$ cat config.mk
export PLATFORM = sky130hd
export DESIGN_NAME = adcc_conv_ctrl
export DESIGN_NICKNAME = d
export VERILOG_FILES = /design/src/pkg/adcc_pkg.sv /design/src/verilog/adcc_clk_div.sv /design/src/verilog/adcc_conv_ctrl.sv
export VERILOG_INCLUDE_DIRS = /design/src /design/src/pkg
export SDC_FILE = /design/constraint.sdc
export NUM_CORES = 1
export LEC_CHECK = 0
export BUFFER_PORTS_ARGS = -buffer_cell sky130_fd_sc_hd__clkbuf_2
export CORE_MARGIN = 4
export CORE_UTILIZATION = 30
export DETAILED_ROUTE_END_ITERATION = 16
export PLACE_DENSITY = 0.58
export SETUP_SLACK_MARGIN = 0.5
export SLEW_MARGIN = 20
export SYNTH_ARGS = -nofsm -noshare
export SYNTH_HDL_FRONTEND = slang
export SYNTH_SLANG_ARGS = --single-unit
$ cat constraint.sdc
create_clock -name mclk -period 2.7 [get_ports mclk]
set_input_delay 0.27 -clock mclk [delete_from_list [all_inputs] [get_ports mclk]]
set_output_delay 0.27 -clock mclk [all_outputs]
set_load 0.01 [all_outputs]
$ cat src/pkg/adcc_defines.svh
// Register offsets, field positions, reset values and timing counts of the conversion control
`ifndef ADCC_DEFINES_SVH
`define ADCC_DEFINES_SVH
`define ADCC_OFF_CONV_CTRL   12'h000
`define ADCC_OFF_PIN_FUNC    12'h004
`define ADCC_OFF_CLK_CTRL    12'h008
`define ADCC_OFF_RES_LOW     12'h00c
`define ADCC_OFF_RES_HIGH    12'h010
`define ADCC_OFF_IRQ_CTRL    12'h014
`define ADCC_BIT_START       7
`define ADCC_BIT_BUSY        6
`define ADCC_BIT_OFF         6
`define ADCC_BIT_TEST        7
`define ADCC_BIT_IRQ_FLAG    6
`define ADCC_BIT_IRQ_EN      3
`define ADCC_BIT_GLOBAL_EN   0
`define ADCC_CLK_CTRL_RST    8'h80
`define ADCC_CONV_PERIODS    5'h10
`define ADCC_SAMPLE_PERIODS  5'h04
`define ADCC_SEL_DIV2        3'h0
`define ADCC_SEL_DIV8        3'h1
`define ADCC_SEL_DIV32       3'h2
`define ADCC_SEL_DIV1        3'h4
`define ADCC_SEL_DIV4        3'h5
`define ADCC_SEL_DIV16       3'h6
`endif

$ cat src/pkg/adcc_pkg.sv
// Types shared by the conversion control files
package adcc_pkg;
   typedef enum logic [1:0] {
      ADCC_IDLE,
      ADCC_HOLD,
      ADCC_CONV
   } adcc_state_e;
   typedef logic [7:0] adcc_byte_t;
endpackage

$ cat src/verilog/adcc_clk_div.sv
// Conversion clock divider producing a one-cycle enable per conversion clock period
`timescale 1ns/1ps
`default_nettype none
`include "adcc_defines.svh"
module adcc_clk_div #(
   parameter int DIV_W = 5
) (
   input  wire logic       mclk,
   input  wire logic       sys_rst,
   input  wire logic       restart,
   input  wire logic [2:0] clkSel,
   output var  logic       convTick
);
   logic [DIV_W-1:0] cnt_r;
   logic [DIV_W-1:0] cnt_nxt;
   logic [DIV_W-1:0] limit;
   logic             tick_nxt;

   // Terminal count from select code; undefined codes fall back to the slowest rate
   always_comb begin
      case (clkSel) //RULE7
         `ADCC_SEL_DIV1:  limit = DIV_W'(0);
         `ADCC_SEL_DIV2:  limit = DIV_W'(1);
         `ADCC_SEL_DIV4:  limit = DIV_W'(3);
         `ADCC_SEL_DIV8:  limit = DIV_W'(7);
         `ADCC_SEL_DIV16: limit = DIV_W'(15);
         `ADCC_SEL_DIV32: limit = DIV_W'(31);
         default:         limit = DIV_W'(31);
      endcase
   end

   // Restart aligns the first period with the start of the conversion
   always_comb begin
      if (restart || cnt_r >= limit) begin
         cnt_nxt = '0;
      end else begin
         cnt_nxt = cnt_r + DIV_W'(1);
      end
      tick_nxt = !restart && (cnt_r >= limit); //RULE7
   end

   always_ff @(posedge mclk or posedge sys_rst) begin
      if (sys_rst) begin
         cnt_r    <= '0;
         convTick <= 1'b0;
      end else begin
         cnt_r    <= cnt_nxt;
         convTick <= tick_nxt;
      end
   end
endmodule
`default_nettype wire

$ cat src/verilog/adcc_conv_ctrl.sv
// APB conversion control: start sequence, busy flag, clock divide, power and pin function
//
// Functional notes
// RULE1: Start bit rise then fall starts conversion
// RULE2: Start held high resets converter, busy set
// RULE3: Busy clears when conversion finishes
// RULE4: Completion sets flag; request needs enables
// RULE5: Accepted request vectors CPU to handler
// RULE6: Firmware may poll busy flag instead
// RULE7: Select code sets conversion clock divide
// RULE8: Firmware picks only defined divide codes
// RULE9: Power on: pins selected, off bit clear
// RULE10: Halt does not alter converter power
// RULE11: Firmware keeps clock period 0.5 to 10us
// RULE12: Above 4MHz, firmware avoids code 000
// RULE13: Each select bit switches its pin
// RULE14: Analog pin drops its pull-up
// RULE15: Analog pin ignores port direction
// RULE16: Firmware follows documented setup order
// RULE17: Interrupt use needs both enables set
// RULE18: Firmware reads result bytes after busy
// RULE19: Conversion lasts sixteen conversion clocks
// RULE20: Result left aligned across two bytes
// RULE21: Channel field routes input to converter
// RULE22: Select bit one means analog input
// RULE23: Start falling edge launches divided sequencer
//
// The implementer's own choices: the APB register port and the placing of the registers.
`timescale 1ns/1ps
`default_nettype none
`include "adcc_defines.svh"
module adcc_conv_ctrl #(
   parameter int NPINS = 8,
   parameter int RES_W = 12
) (
   input  wire logic             mclk,
   input  wire logic             sys_rst,
   input  wire logic             psel,
   input  wire logic             penable,
   input  wire logic             pwrite,
   input  wire logic [11:0]      paddr,
   input  wire logic [31:0]      pwdata,
   output var  logic [31:0]      prdata,
   output var  logic             pready,
   output var  logic             pslverr,
   input  wire logic [RES_W-1:0] convData,
   input  wire logic [NPINS-1:0] pullUpCfg,
   input  wire logic [NPINS-1:0] portDirIn,
   output var  logic             convPowerOn,
   output var  logic             convReset,
   output var  logic             convSample,
   output var  logic             convClkEn,
   output var  logic [2:0]       channelSel,
   output var  logic [NPINS-1:0] analogPinEn,
   output var  logic [NPINS-1:0] pullUpEn,
   output var  logic [NPINS-1:0] portDirOut,
   output var  logic             irqReq
);
   // Software-visible control state
   adcc_pkg::adcc_byte_t convCtrl_r, convCtrl_nxt;
   adcc_pkg::adcc_byte_t pinFunc_r, pinFunc_nxt;
   adcc_pkg::adcc_byte_t clkCtrl_r, clkCtrl_nxt;
   adcc_pkg::adcc_byte_t irqCtrl_r, irqCtrl_nxt;
   logic [RES_W-1:0]     result_r, result_nxt;
   logic [31:0]          prdata_nxt;
   logic                 pslverr_nxt;
   // Sequencer state
   adcc_pkg::adcc_state_e state_r, state_nxt;
   logic [4:0]           period_r, period_nxt;
   logic                 busy_r, busy_nxt;
   logic                 startPrev_r;
   logic                 done;
   logic                 convTick;
   logic                 wrAccess;
   logic                 rdSetup;
   logic                 powerOn;
   logic [NPINS-1:0]     pinSel;

   // Zero-wait slave: every access completes in its first access cycle
   // Reads decode in the setup cycle so data and error stand beside pready
   assign wrAccess = psel && penable && pwrite;
   assign rdSetup  = psel && !penable && !pwrite;
   assign pinSel   = pinFunc_r[NPINS-1:0];

   // Power depends only on pin selection and the off bit; no halt input exists
   assign powerOn = (|pinSel) && !clkCtrl_r[`ADCC_BIT_OFF]; //RULE9 RULE10

   // Conversion clock enable, restarted at the start edge
   adcc_clk_div #(
      .DIV_W (5)
   ) uDiv (
      .mclk     (mclk),
      .sys_rst  (sys_rst),
      .restart  (state_r != adcc_pkg::ADCC_CONV),
      .clkSel   (clkCtrl_r[2:0]),
      .convTick (convTick)
   );

   // Sequencer: rise holds reset, fall launches sixteen conversion periods
   always_comb begin
      state_nxt  = state_r;
      period_nxt = period_r;
      busy_nxt   = busy_r;
      done       = 1'b0;
      case (state_r)
         adcc_pkg::ADCC_IDLE: begin
            if (convCtrl_r[`ADCC_BIT_START] && !startPrev_r) begin
               state_nxt = adcc_pkg::ADCC_HOLD; //RULE2
               busy_nxt  = 1'b1; //RULE2
            end
         end
         adcc_pkg::ADCC_HOLD: begin
            busy_nxt = 1'b1; //RULE2
            if (!convCtrl_r[`ADCC_BIT_START]) begin
               state_nxt  = adcc_pkg::ADCC_CONV; //RULE1 RULE23
               period_nxt = '0;
            end
         end
         adcc_pkg::ADCC_CONV: begin
            if (convCtrl_r[`ADCC_BIT_START]) begin
               state_nxt = adcc_pkg::ADCC_HOLD; // New rise aborts and resets
            end else if (convTick && powerOn) begin
               if (period_r == `ADCC_CONV_PERIODS - 5'h01) begin //RULE19
                  state_nxt = adcc_pkg::ADCC_IDLE;
                  busy_nxt  = 1'b0; //RULE3
                  done      = 1'b1;
               end else begin
                  period_nxt = period_r + 5'h01;
               end
            end
         end
         default: begin
            state_nxt = adcc_pkg::ADCC_IDLE;
         end
      endcase
   end

   // Register writes; completion sets the request flag and wins over a clear
   always_comb begin
      convCtrl_nxt = convCtrl_r;
      pinFunc_nxt  = pinFunc_r;
      clkCtrl_nxt  = clkCtrl_r;
      irqCtrl_nxt  = irqCtrl_r;
      result_nxt   = result_r;
      if (wrAccess) begin
         case (paddr)
            `ADCC_OFF_CONV_CTRL: begin
               convCtrl_nxt = {pwdata[7], 4'h0, pwdata[2:0]};
            end
            `ADCC_OFF_PIN_FUNC:  pinFunc_nxt = pwdata[7:0]; //RULE13
            `ADCC_OFF_CLK_CTRL:  clkCtrl_nxt = {pwdata[7:6], 3'h0, pwdata[2:0]};
            `ADCC_OFF_IRQ_CTRL:  irqCtrl_nxt = {1'b0, pwdata[6], 2'h0, pwdata[3], 2'h0, pwdata[0]};
            default: begin
            end
         endcase
      end
      if (done) begin
         irqCtrl_nxt[`ADCC_BIT_IRQ_FLAG] = 1'b1; //RULE4
         result_nxt = convData;
      end
   end

   // Read mux: busy lives in the control byte, result left aligned
   // Registered at the setup edge, so the answer is whatever stood in setup
   always_comb begin
      prdata_nxt  = 32'h0;
      pslverr_nxt = 1'b0;
      if (rdSetup) begin
         case (paddr)
            `ADCC_OFF_CONV_CTRL: prdata_nxt = {24'h0, convCtrl_r[7], busy_r, convCtrl_r[5:0]};
            `ADCC_OFF_PIN_FUNC:  prdata_nxt = {24'h0, pinFunc_r};
            `ADCC_OFF_CLK_CTRL:  prdata_nxt = {24'h0, clkCtrl_r};
            `ADCC_OFF_RES_LOW:   prdata_nxt = {24'h0, result_r[3:0], 4'h0}; //RULE20
            `ADCC_OFF_RES_HIGH:  prdata_nxt = {24'h0, result_r[11:4]}; //RULE20
            `ADCC_OFF_IRQ_CTRL:  prdata_nxt = {24'h0, irqCtrl_r};
            default:             pslverr_nxt = 1'b1;
         endcase
      end else if (psel && !penable) begin
         case (paddr)
            `ADCC_OFF_CONV_CTRL, `ADCC_OFF_PIN_FUNC, `ADCC_OFF_CLK_CTRL,
            `ADCC_OFF_RES_LOW, `ADCC_OFF_RES_HIGH, `ADCC_OFF_IRQ_CTRL: pslverr_nxt = 1'b0;
            default: pslverr_nxt = 1'b1;
         endcase
      end
   end

   // Registers; busy resets high as the control byte does at power-on
   always_ff @(posedge mclk or posedge sys_rst) begin
      if (sys_rst) begin
         convCtrl_r  <= 8'h00;
         pinFunc_r   <= 8'h00;
         clkCtrl_r   <= `ADCC_CLK_CTRL_RST;
         irqCtrl_r   <= 8'h00;
         result_r    <= '0;
         state_r     <= adcc_pkg::ADCC_IDLE;
         period_r    <= 5'h00;
         busy_r      <= 1'b1;
         startPrev_r <= 1'b0;
      end else begin
         convCtrl_r  <= convCtrl_nxt;
         pinFunc_r   <= pinFunc_nxt;
         clkCtrl_r   <= clkCtrl_nxt;
         irqCtrl_r   <= irqCtrl_nxt;
         result_r    <= result_nxt;
         state_r     <= state_nxt;
         period_r    <= period_nxt;
         busy_r      <= busy_nxt;
         startPrev_r <= convCtrl_r[`ADCC_BIT_START];
      end
   end

   // Pin overrides per pin: analog use drops pull-up and forces input direction
   logic [NPINS-1:0] pullUp_nxt;
   logic [NPINS-1:0] dir_nxt;
   for (genvar i = 0; i < NPINS; i++) begin : gPin
      assign pullUp_nxt[i] = pinSel[i] ? 1'b0 : pullUpCfg[i]; //RULE14 RULE22
      assign dir_nxt[i]    = pinSel[i] ? 1'b1 : portDirIn[i]; //RULE15
   end

   // All outputs registered; the bus answer too
   always_ff @(posedge mclk or posedge sys_rst) begin
      if (sys_rst) begin
         prdata      <= 32'h0;
         pready      <= 1'b0;
         pslverr     <= 1'b0;
         convPowerOn <= 1'b0;
         convReset   <= 1'b1;
         convSample  <= 1'b0;
         convClkEn   <= 1'b0;
         channelSel  <= 3'h0;
         analogPinEn <= '0;
         pullUpEn    <= '0;
         portDirOut  <= '1;
         irqReq      <= 1'b0;
      end else begin
         prdata      <= prdata_nxt;
         pready      <= psel && !penable; // Answer one cycle after setup
         pslverr     <= pslverr_nxt;
         convPowerOn <= powerOn; //RULE9
         convReset   <= state_r != adcc_pkg::ADCC_CONV; //RULE2
         convSample  <= state_r == adcc_pkg::ADCC_CONV && period_r < `ADCC_SAMPLE_PERIODS;
         convClkEn   <= convTick && state_r == adcc_pkg::ADCC_CONV;
         channelSel  <= convCtrl_r[2:0]; //RULE21
         analogPinEn <= pinSel; //RULE13 RULE22
         pullUpEn    <= pullUp_nxt;
         portDirOut  <= dir_nxt;
         irqReq      <= irqCtrl_nxt[`ADCC_BIT_IRQ_FLAG] && irqCtrl_nxt[`ADCC_BIT_IRQ_EN]
                        && irqCtrl_nxt[`ADCC_BIT_GLOBAL_EN]; //RULE4 RULE5
      end
   end
endmodule
`default_nettype wire

Yosys cells after proc, flatten, opt, wreduce, memory -nomap -nowiden
Cells that the tools add are included.

storage, ports and cells
  input bits = 77
  register bits = 113

cells by class
  add/subtract/negate cells = 2
  reductions and logical operators = 31
  multiplexer cells = 46
  order comparisons = 2
  equal/unequal tests = 21

operator list
  operator             count
  $pmux 8 s6           1
  $mux 1               28
  $mux 5               5
  $pmux 5 s5           1
  $eq 12x4->1 const B  2
  $eq 12x5->1 const B  2
  $mux 7               2
  $ne 2x2->1 const B   7
  $eq 12x3->1 const B  1
  $logic_and 1x1->1    12
  $logic_not 12->1     1
  $add 5x1->5 const B  2
  $mux 2               5
  $pmux 5 s2           1
  $reduce_and 5->1     2
  $eq 3x3->1 const B   3
  $mux 8               1
  $reduce_or 8->1      1
  $ne 3x3->1 const B   2
  $pmux 2 s3           1
  $reduce_and 2->1     3
  $reduce_or 6->1      1
  $eq 5x4->1 const B   1
  $ge 5x5->1           1
  other kinds (12)     16

Longest topological paths before layout
  depth in word-level cells = 9
  depth in mapped cells = 7
  gate-level depth less buffers = 7

Modules after synthesis
From an unflattened synthesis, not the netlist that was laid out.

second synthesis, totals
  cells, all modules = 307
  area, all modules = 3,905.0 sq um

by module, submodules not included
  module          instances  area an instance (sq um)  cells each
  adcc_conv_ctrl  1          3,532.1                   270
  adcc_clk_div    1          372.9                     37

Least setup slack after synthesis
No wires, ideal clock.

  kind = flip-flop to flip-flop
  start = reg period_r[0]
  end = reg period_r[4]
  library setup time = 0.125 ns
  stages on the path, launching flop included = 8
  setup slack = 0.422 ns
  arrival time = 2.153 ns
  cell sequence = dfrtp_1 ha_1 and3_1 ha_1 or3b_2 a211oi_1 nor2_1 mux2_2

on the way
  cells in the longest elaborated chain, start to end = 5
  elaborated cells on any way between the ends = 8
  classes of those cells = 1 x add/sub; 2 x eq/ne; 4 x mux; 1 x reduce/logical

ends and longest elaborated chain
  item                      line                   text
  start: declaration        adcc_conv_ctrl.sv:69   logic [4:0] period_r, period_nxt;
  start signal: assignment  adcc_conv_ctrl.sv:206  period_r <= period_nxt;
  $add 5x1->5               adcc_conv_ctrl.sv:128  period_nxt = period_r + 5'h01;
  $mux 5                    adcc_conv_ctrl.sv:123  if (period_r == `ADCC_CONV_PERIODS - 5'h01) begin
  $mux 5                    adcc_conv_ctrl.sv:122  end else if (convTick && powerOn) begin
  $mux 5                    adcc_conv_ctrl.sv:120  if (convCtrl_r[`ADCC_BIT_START]) begin
  $pmux 5 s2                adcc_conv_ctrl.sv:105  case (state_r)

Parallel ways exist; a longest one is shown, timed or not. The select of a mux whose other input is x is not followed.
A chain may end at the register's enable or synchronous reset.

Final worst setup path
  start = reg clkCtrl_r[1]
  end = reg uDiv.cnt_r[2]

on the way
  cells in the longest elaborated chain, start to end = 5
  elaborated cells on any way between the ends = 9
  classes of those cells = 1 x order compare; 4 x eq/ne; 2 x mux; 2 x reduce/logical

ends and longest elaborated chain
  item                                line                   text
  start: declaration                  adcc_conv_ctrl.sv:62   adcc_pkg::adcc_byte_t clkCtrl_r, clkCtrl_nxt;
  start signal: assignment            adcc_conv_ctrl.sv:192  clkCtrl_r <= `ADCC_CLK_CTRL_RST;
  start signal: assignment            adcc_conv_ctrl.sv:202  clkCtrl_r <= clkCtrl_nxt;
  $eq 3x3->1 (tied with other cells)  adcc_clk_div.sv:21     case (clkSel)
  $pmux 5 s5 *                        adcc_clk_div.sv:21
  $ge 5x5->1 *                        adcc_clk_div.sv:34     if (restart || cnt_r >= limit) begin
  $logic_or 1x1->1 *                  adcc_clk_div.sv:34
  $mux 5 *                            adcc_clk_div.sv:34
  named net uDiv.cnt_nxt[2]           adcc_clk_div.sv:15     logic [DIV_W-1:0] cnt_nxt;
  end signal: assignment              adcc_clk_div.sv:47     cnt_r <= cnt_nxt;
  end: declaration                    adcc_clk_div.sv:14     logic [DIV_W-1:0] cnt_r;

The timed path passes the listed nets; every way through them passes the cells marked *.

==> metrics.txt <==
fin worst setup slack roughly 0.51 ns; final setup vio count 0; Die Area between 0.015 and 0.02 sq mm; relative max-transition margin approximately half; switching pwr around 0.60 mW; Max Clock Skew between 0.008 and 0.009 ns; Crit path largest cell delay about 0.44 ns; H-Tree Depth 3; main flop type after synthesis dfrtp_1; clk_lat worst skew ~0.34 ns; WP buf/inv 0; Initial Utilization 31.2%; WP data arrival roughly 2.4 ns; syn avg cell area 12.3 sq um; Vias approximately 2800; sw frac between 20% and 30%; async set-reset flop share out of synthesis 100%; Clock transition at path regs around 0.060 ns; P_int ~2.1 mW; Synth area leaders dfrtp_1, mux2_2, dfstp_2; grt met3 use slightly below 4%; utilization after layout 38.8%; EDFF count, synth 0; gr usage total 11.7%; Total Neg Setup Slack 0 ns; Via density between 4 and 5; worst path cell trace nor2_2, nand2_1, ha_1, nand2b_1, a211o_1, a31o_4, a2111oi_1; Antenna Violating Nets Remaining 0; Reg area 0.00224 sq mm; Multi-input gate area 0.00162 sq mm; antenna violations before repair 0; share of post-route cells with drive strength above 1 between 40% and 50%; io pins about 140; fin crit period between 2 and 2.5 ns; Setup WS pre-CTS ~0.35 ns; CP max-delay cell dfrtp_2; Syn Inst Count between 300 and 400; Chip Width between 100 and 150 um; GR peak layer met2; Max Cap Viol 0; initial DRC count ~120; fin. max-slew vios 0; grt met1 use 14.6%; Yosys warning count 0; status complete, no violations; Reg2Reg Depth 7; Crit Path Category register to register; Distinct cells, synth between 50 and 60; Pwr Total 2.70 mW; Die Y about 120 um; CTS Sinks 89; nets@finish just over 500; Num CTS Buffers 9; antenna cells 0; routability cong. around 0.84; worst hold-check path type primary input to asynchronous set/reset pin; HPWL Detailed 6700 um; Post-Syn Area around 0.004 sq mm; dominant cell type by area after synthesis dfrtp_1; Root Buffer clkbuf_16; CP top delay family compound AO/OA/AOI/OAI gates; DRT Wirelength 8840 um; Port Buf Inserts 94; First-pass DRT Iterations 4; PwrDens approximately 540 mW/mm^2; hold slack 0.0428 ns; Clk network pwr share a little over two fifths; final std cells w/o fill between 600 and 700; worst path required time 2.90 ns; Cell Rows 41; Max Clk Rate ~460 MHz; period utilization between 80% and 90%; sequential share of the synthesized area between 50% and 60%; largest net degree at the start of global routing 40; reg-to-reg setup timing slack 0.51 ns; worst-margin pin slew between 0.7 and 0.8 ns; part of the power in registers 50.5%; Synth top area share around half; total grt overflow 0; cell count after placement approximately 590; Fin. Hold Viols 0; RSZ-0062 raised after global routing true; Gate power share about 6.2%; core area approximately 0.013 sq mm; vias in the first global route 2756; Area Growth Syn to Fin 24.5%; CP Launch Type register; RR Startpoint clkCtrl_r[1]$_DFFE_PP0P_; final instance area about 0.0050 sq mm; Leakage about 2.4 nW; critical-path maximum fanout 6; Clock Path Buffers 2; first-pass GRT wire length 13600 um; Synth Register Bits 89; DR DRC count 0; TritonCTS clock tree done; Worst VDD drop around 0.36 mV; Placed Area between 0.004 and 0.005 sq mm; Filler Cell Count ~1300; element type at the critical path end register; FF-to-FF End uDiv.cnt_r[2]$_DFF_PP0_; met2 usage between 10% and 20%; routed length per instance 14.5 um
-- worst register-to-register path: cells and delay by family (launching register included) --
| family | cells | cell delay [ns] |
|---|---|---|
| flops | 1 | 0.44 |
| fa+ha+maj | 1 | 0.26 |
| compound gates | 3 | 1.01 |
| simple gates | 3 | 0.34 |
-- cell usage in the layout (no fill, tap or decap), drive strengths merged, types with 11 or more instances in the layout --
cell type	n
conb	24
nand3	12
mux2	36
a21oi	12
dfrtp	78
nor2	19
clkbuf	107
nand2	15
dfstp	11
inv	11
-- routing by layer --
metal  vias to the layer above  wire length (um)
met1                      1313              3770
met5                         -                 0
met4                         0               154
met3                        11               774
li1                       1321                 -
met2                       105              4140
-- registers in the layout, summed over array words and instances (netlist names) --
| register | flops |
|---|---|
| uDiv.convTick | 1 |
| clkCtrl_r | 5 |
| result_r | 12 |
| channelSel | 3 |
| irqReq | 1 |
| prdata | 8 |
| pready | 1 |
| state_r | 2 |
| busy_r | 1 |
| convCtrl_r | 4 |
| convReset | 1 |
| convClkEn | 1 |
| startPrev_r | 1 |
| irqCtrl_r | 3 |
| pullUpEn | 8 |
| pinFunc_r | 8 |
| uDiv.cnt_r | 5 |
| analogPinEn | 8 |
| portDirOut | 8 |
| pslverr | 1 |
| period_r | 5 |
| convSample | 1 |
| convPowerOn | 1 |
-- cell families after synthesis --
logic type / count (synthesis) / share of synthesized area, %
adders and majority gates: 8 / 2.51
xor gates and xnor gates: 3 / 0.658
AOI/OAI and AO/OA: 41 / 7.49
and+or+nand+nor: 96 / 14.1
other: 1 / 0.0939
muxes: 43 / 12.4
buffers and inverters: 44 / 6.73
DFF: 89 / 56.1
-- worst max path at each step --
stage | from | end | slack, ns | depth (start not counted)
floorplan | period_r[0]$_DFFE_PP0P_ | period_r[4]$_DFFE_PP0P_ | 0.54 | 7
global placement | period_r[0]$_DFFE_PP0P_ | period_r[4]$_DFFE_PP0P_ | 0.41 | 7
detailed placement | period_r[0]$_DFFE_PP0P_ | period_r[4]$_DFFE_PP0P_ | 0.35 | 7
CTS | period_r[0]$_DFFE_PP0P_ | period_r[2]$_DFFE_PP0P_ | 0.50 | 8
global route | clkCtrl_r[1]$_DFFE_PP0P_ | uDiv.cnt_r[3]$_DFF_PP0_ | 0.47 | 7
finish | clkCtrl_r[1]$_DFFE_PP0P_ | uDiv.cnt_r[2]$_DFF_PP0_ | 0.51 | 7
-- cell usage after synthesis, types with 3 or more instances --
library cell and count:
a2111oi_0 4, a211oi_1 3, a21oi_1 12, a31o_2 3, buf_4 25, clkbuf_1 3
dfrtp_1 78, dfstp_2 11, ha_1 8, inv_1 12, mux2_2 31, mux2_4 5
mux2i_1 7, nand2_1 15, nand2b_1 3, nand3_1 12, nor2_1 18, nor2b_1 10
nor3_1 5, nor4_1 5, o21ai_0 5, or2_2 10, or4_4 3
-- power groups by stage --
stage | clock, mW | sequential (mW) | combinational (mW)
global placement | 0 | 1.39 | 0.164
finish | 1.17 | 1.36 | 0.167
detailed placement | 0 | 1.39 | 0.167
global route | 1.27 | 1.36 | 0.187
floorplan | 0 | 1.39 | 0.104
CTS | 1.20 | 1.36 | 0.168
-- cell type report --
type                    count  share of cell area [%]
multi-input cells         215                    32.6
clock inverters             3                   0.503
flip-flops and latches     89                    45.1
well taps                 172                    4.33
inverters                  12                   0.981
repair buffers            104                    11.2
clock buffers              13                    5.23
-- repair_timing --
item                       4_1_cts  5_1_grt
pin swaps                        1        1
setup endpoints to repair        5        8
hold buffers                     0        0
buffers inserted                 1        0
resized for setup                5        9
cloned                           0        0
Note: power is estimated with default switching activity, not from simulation.
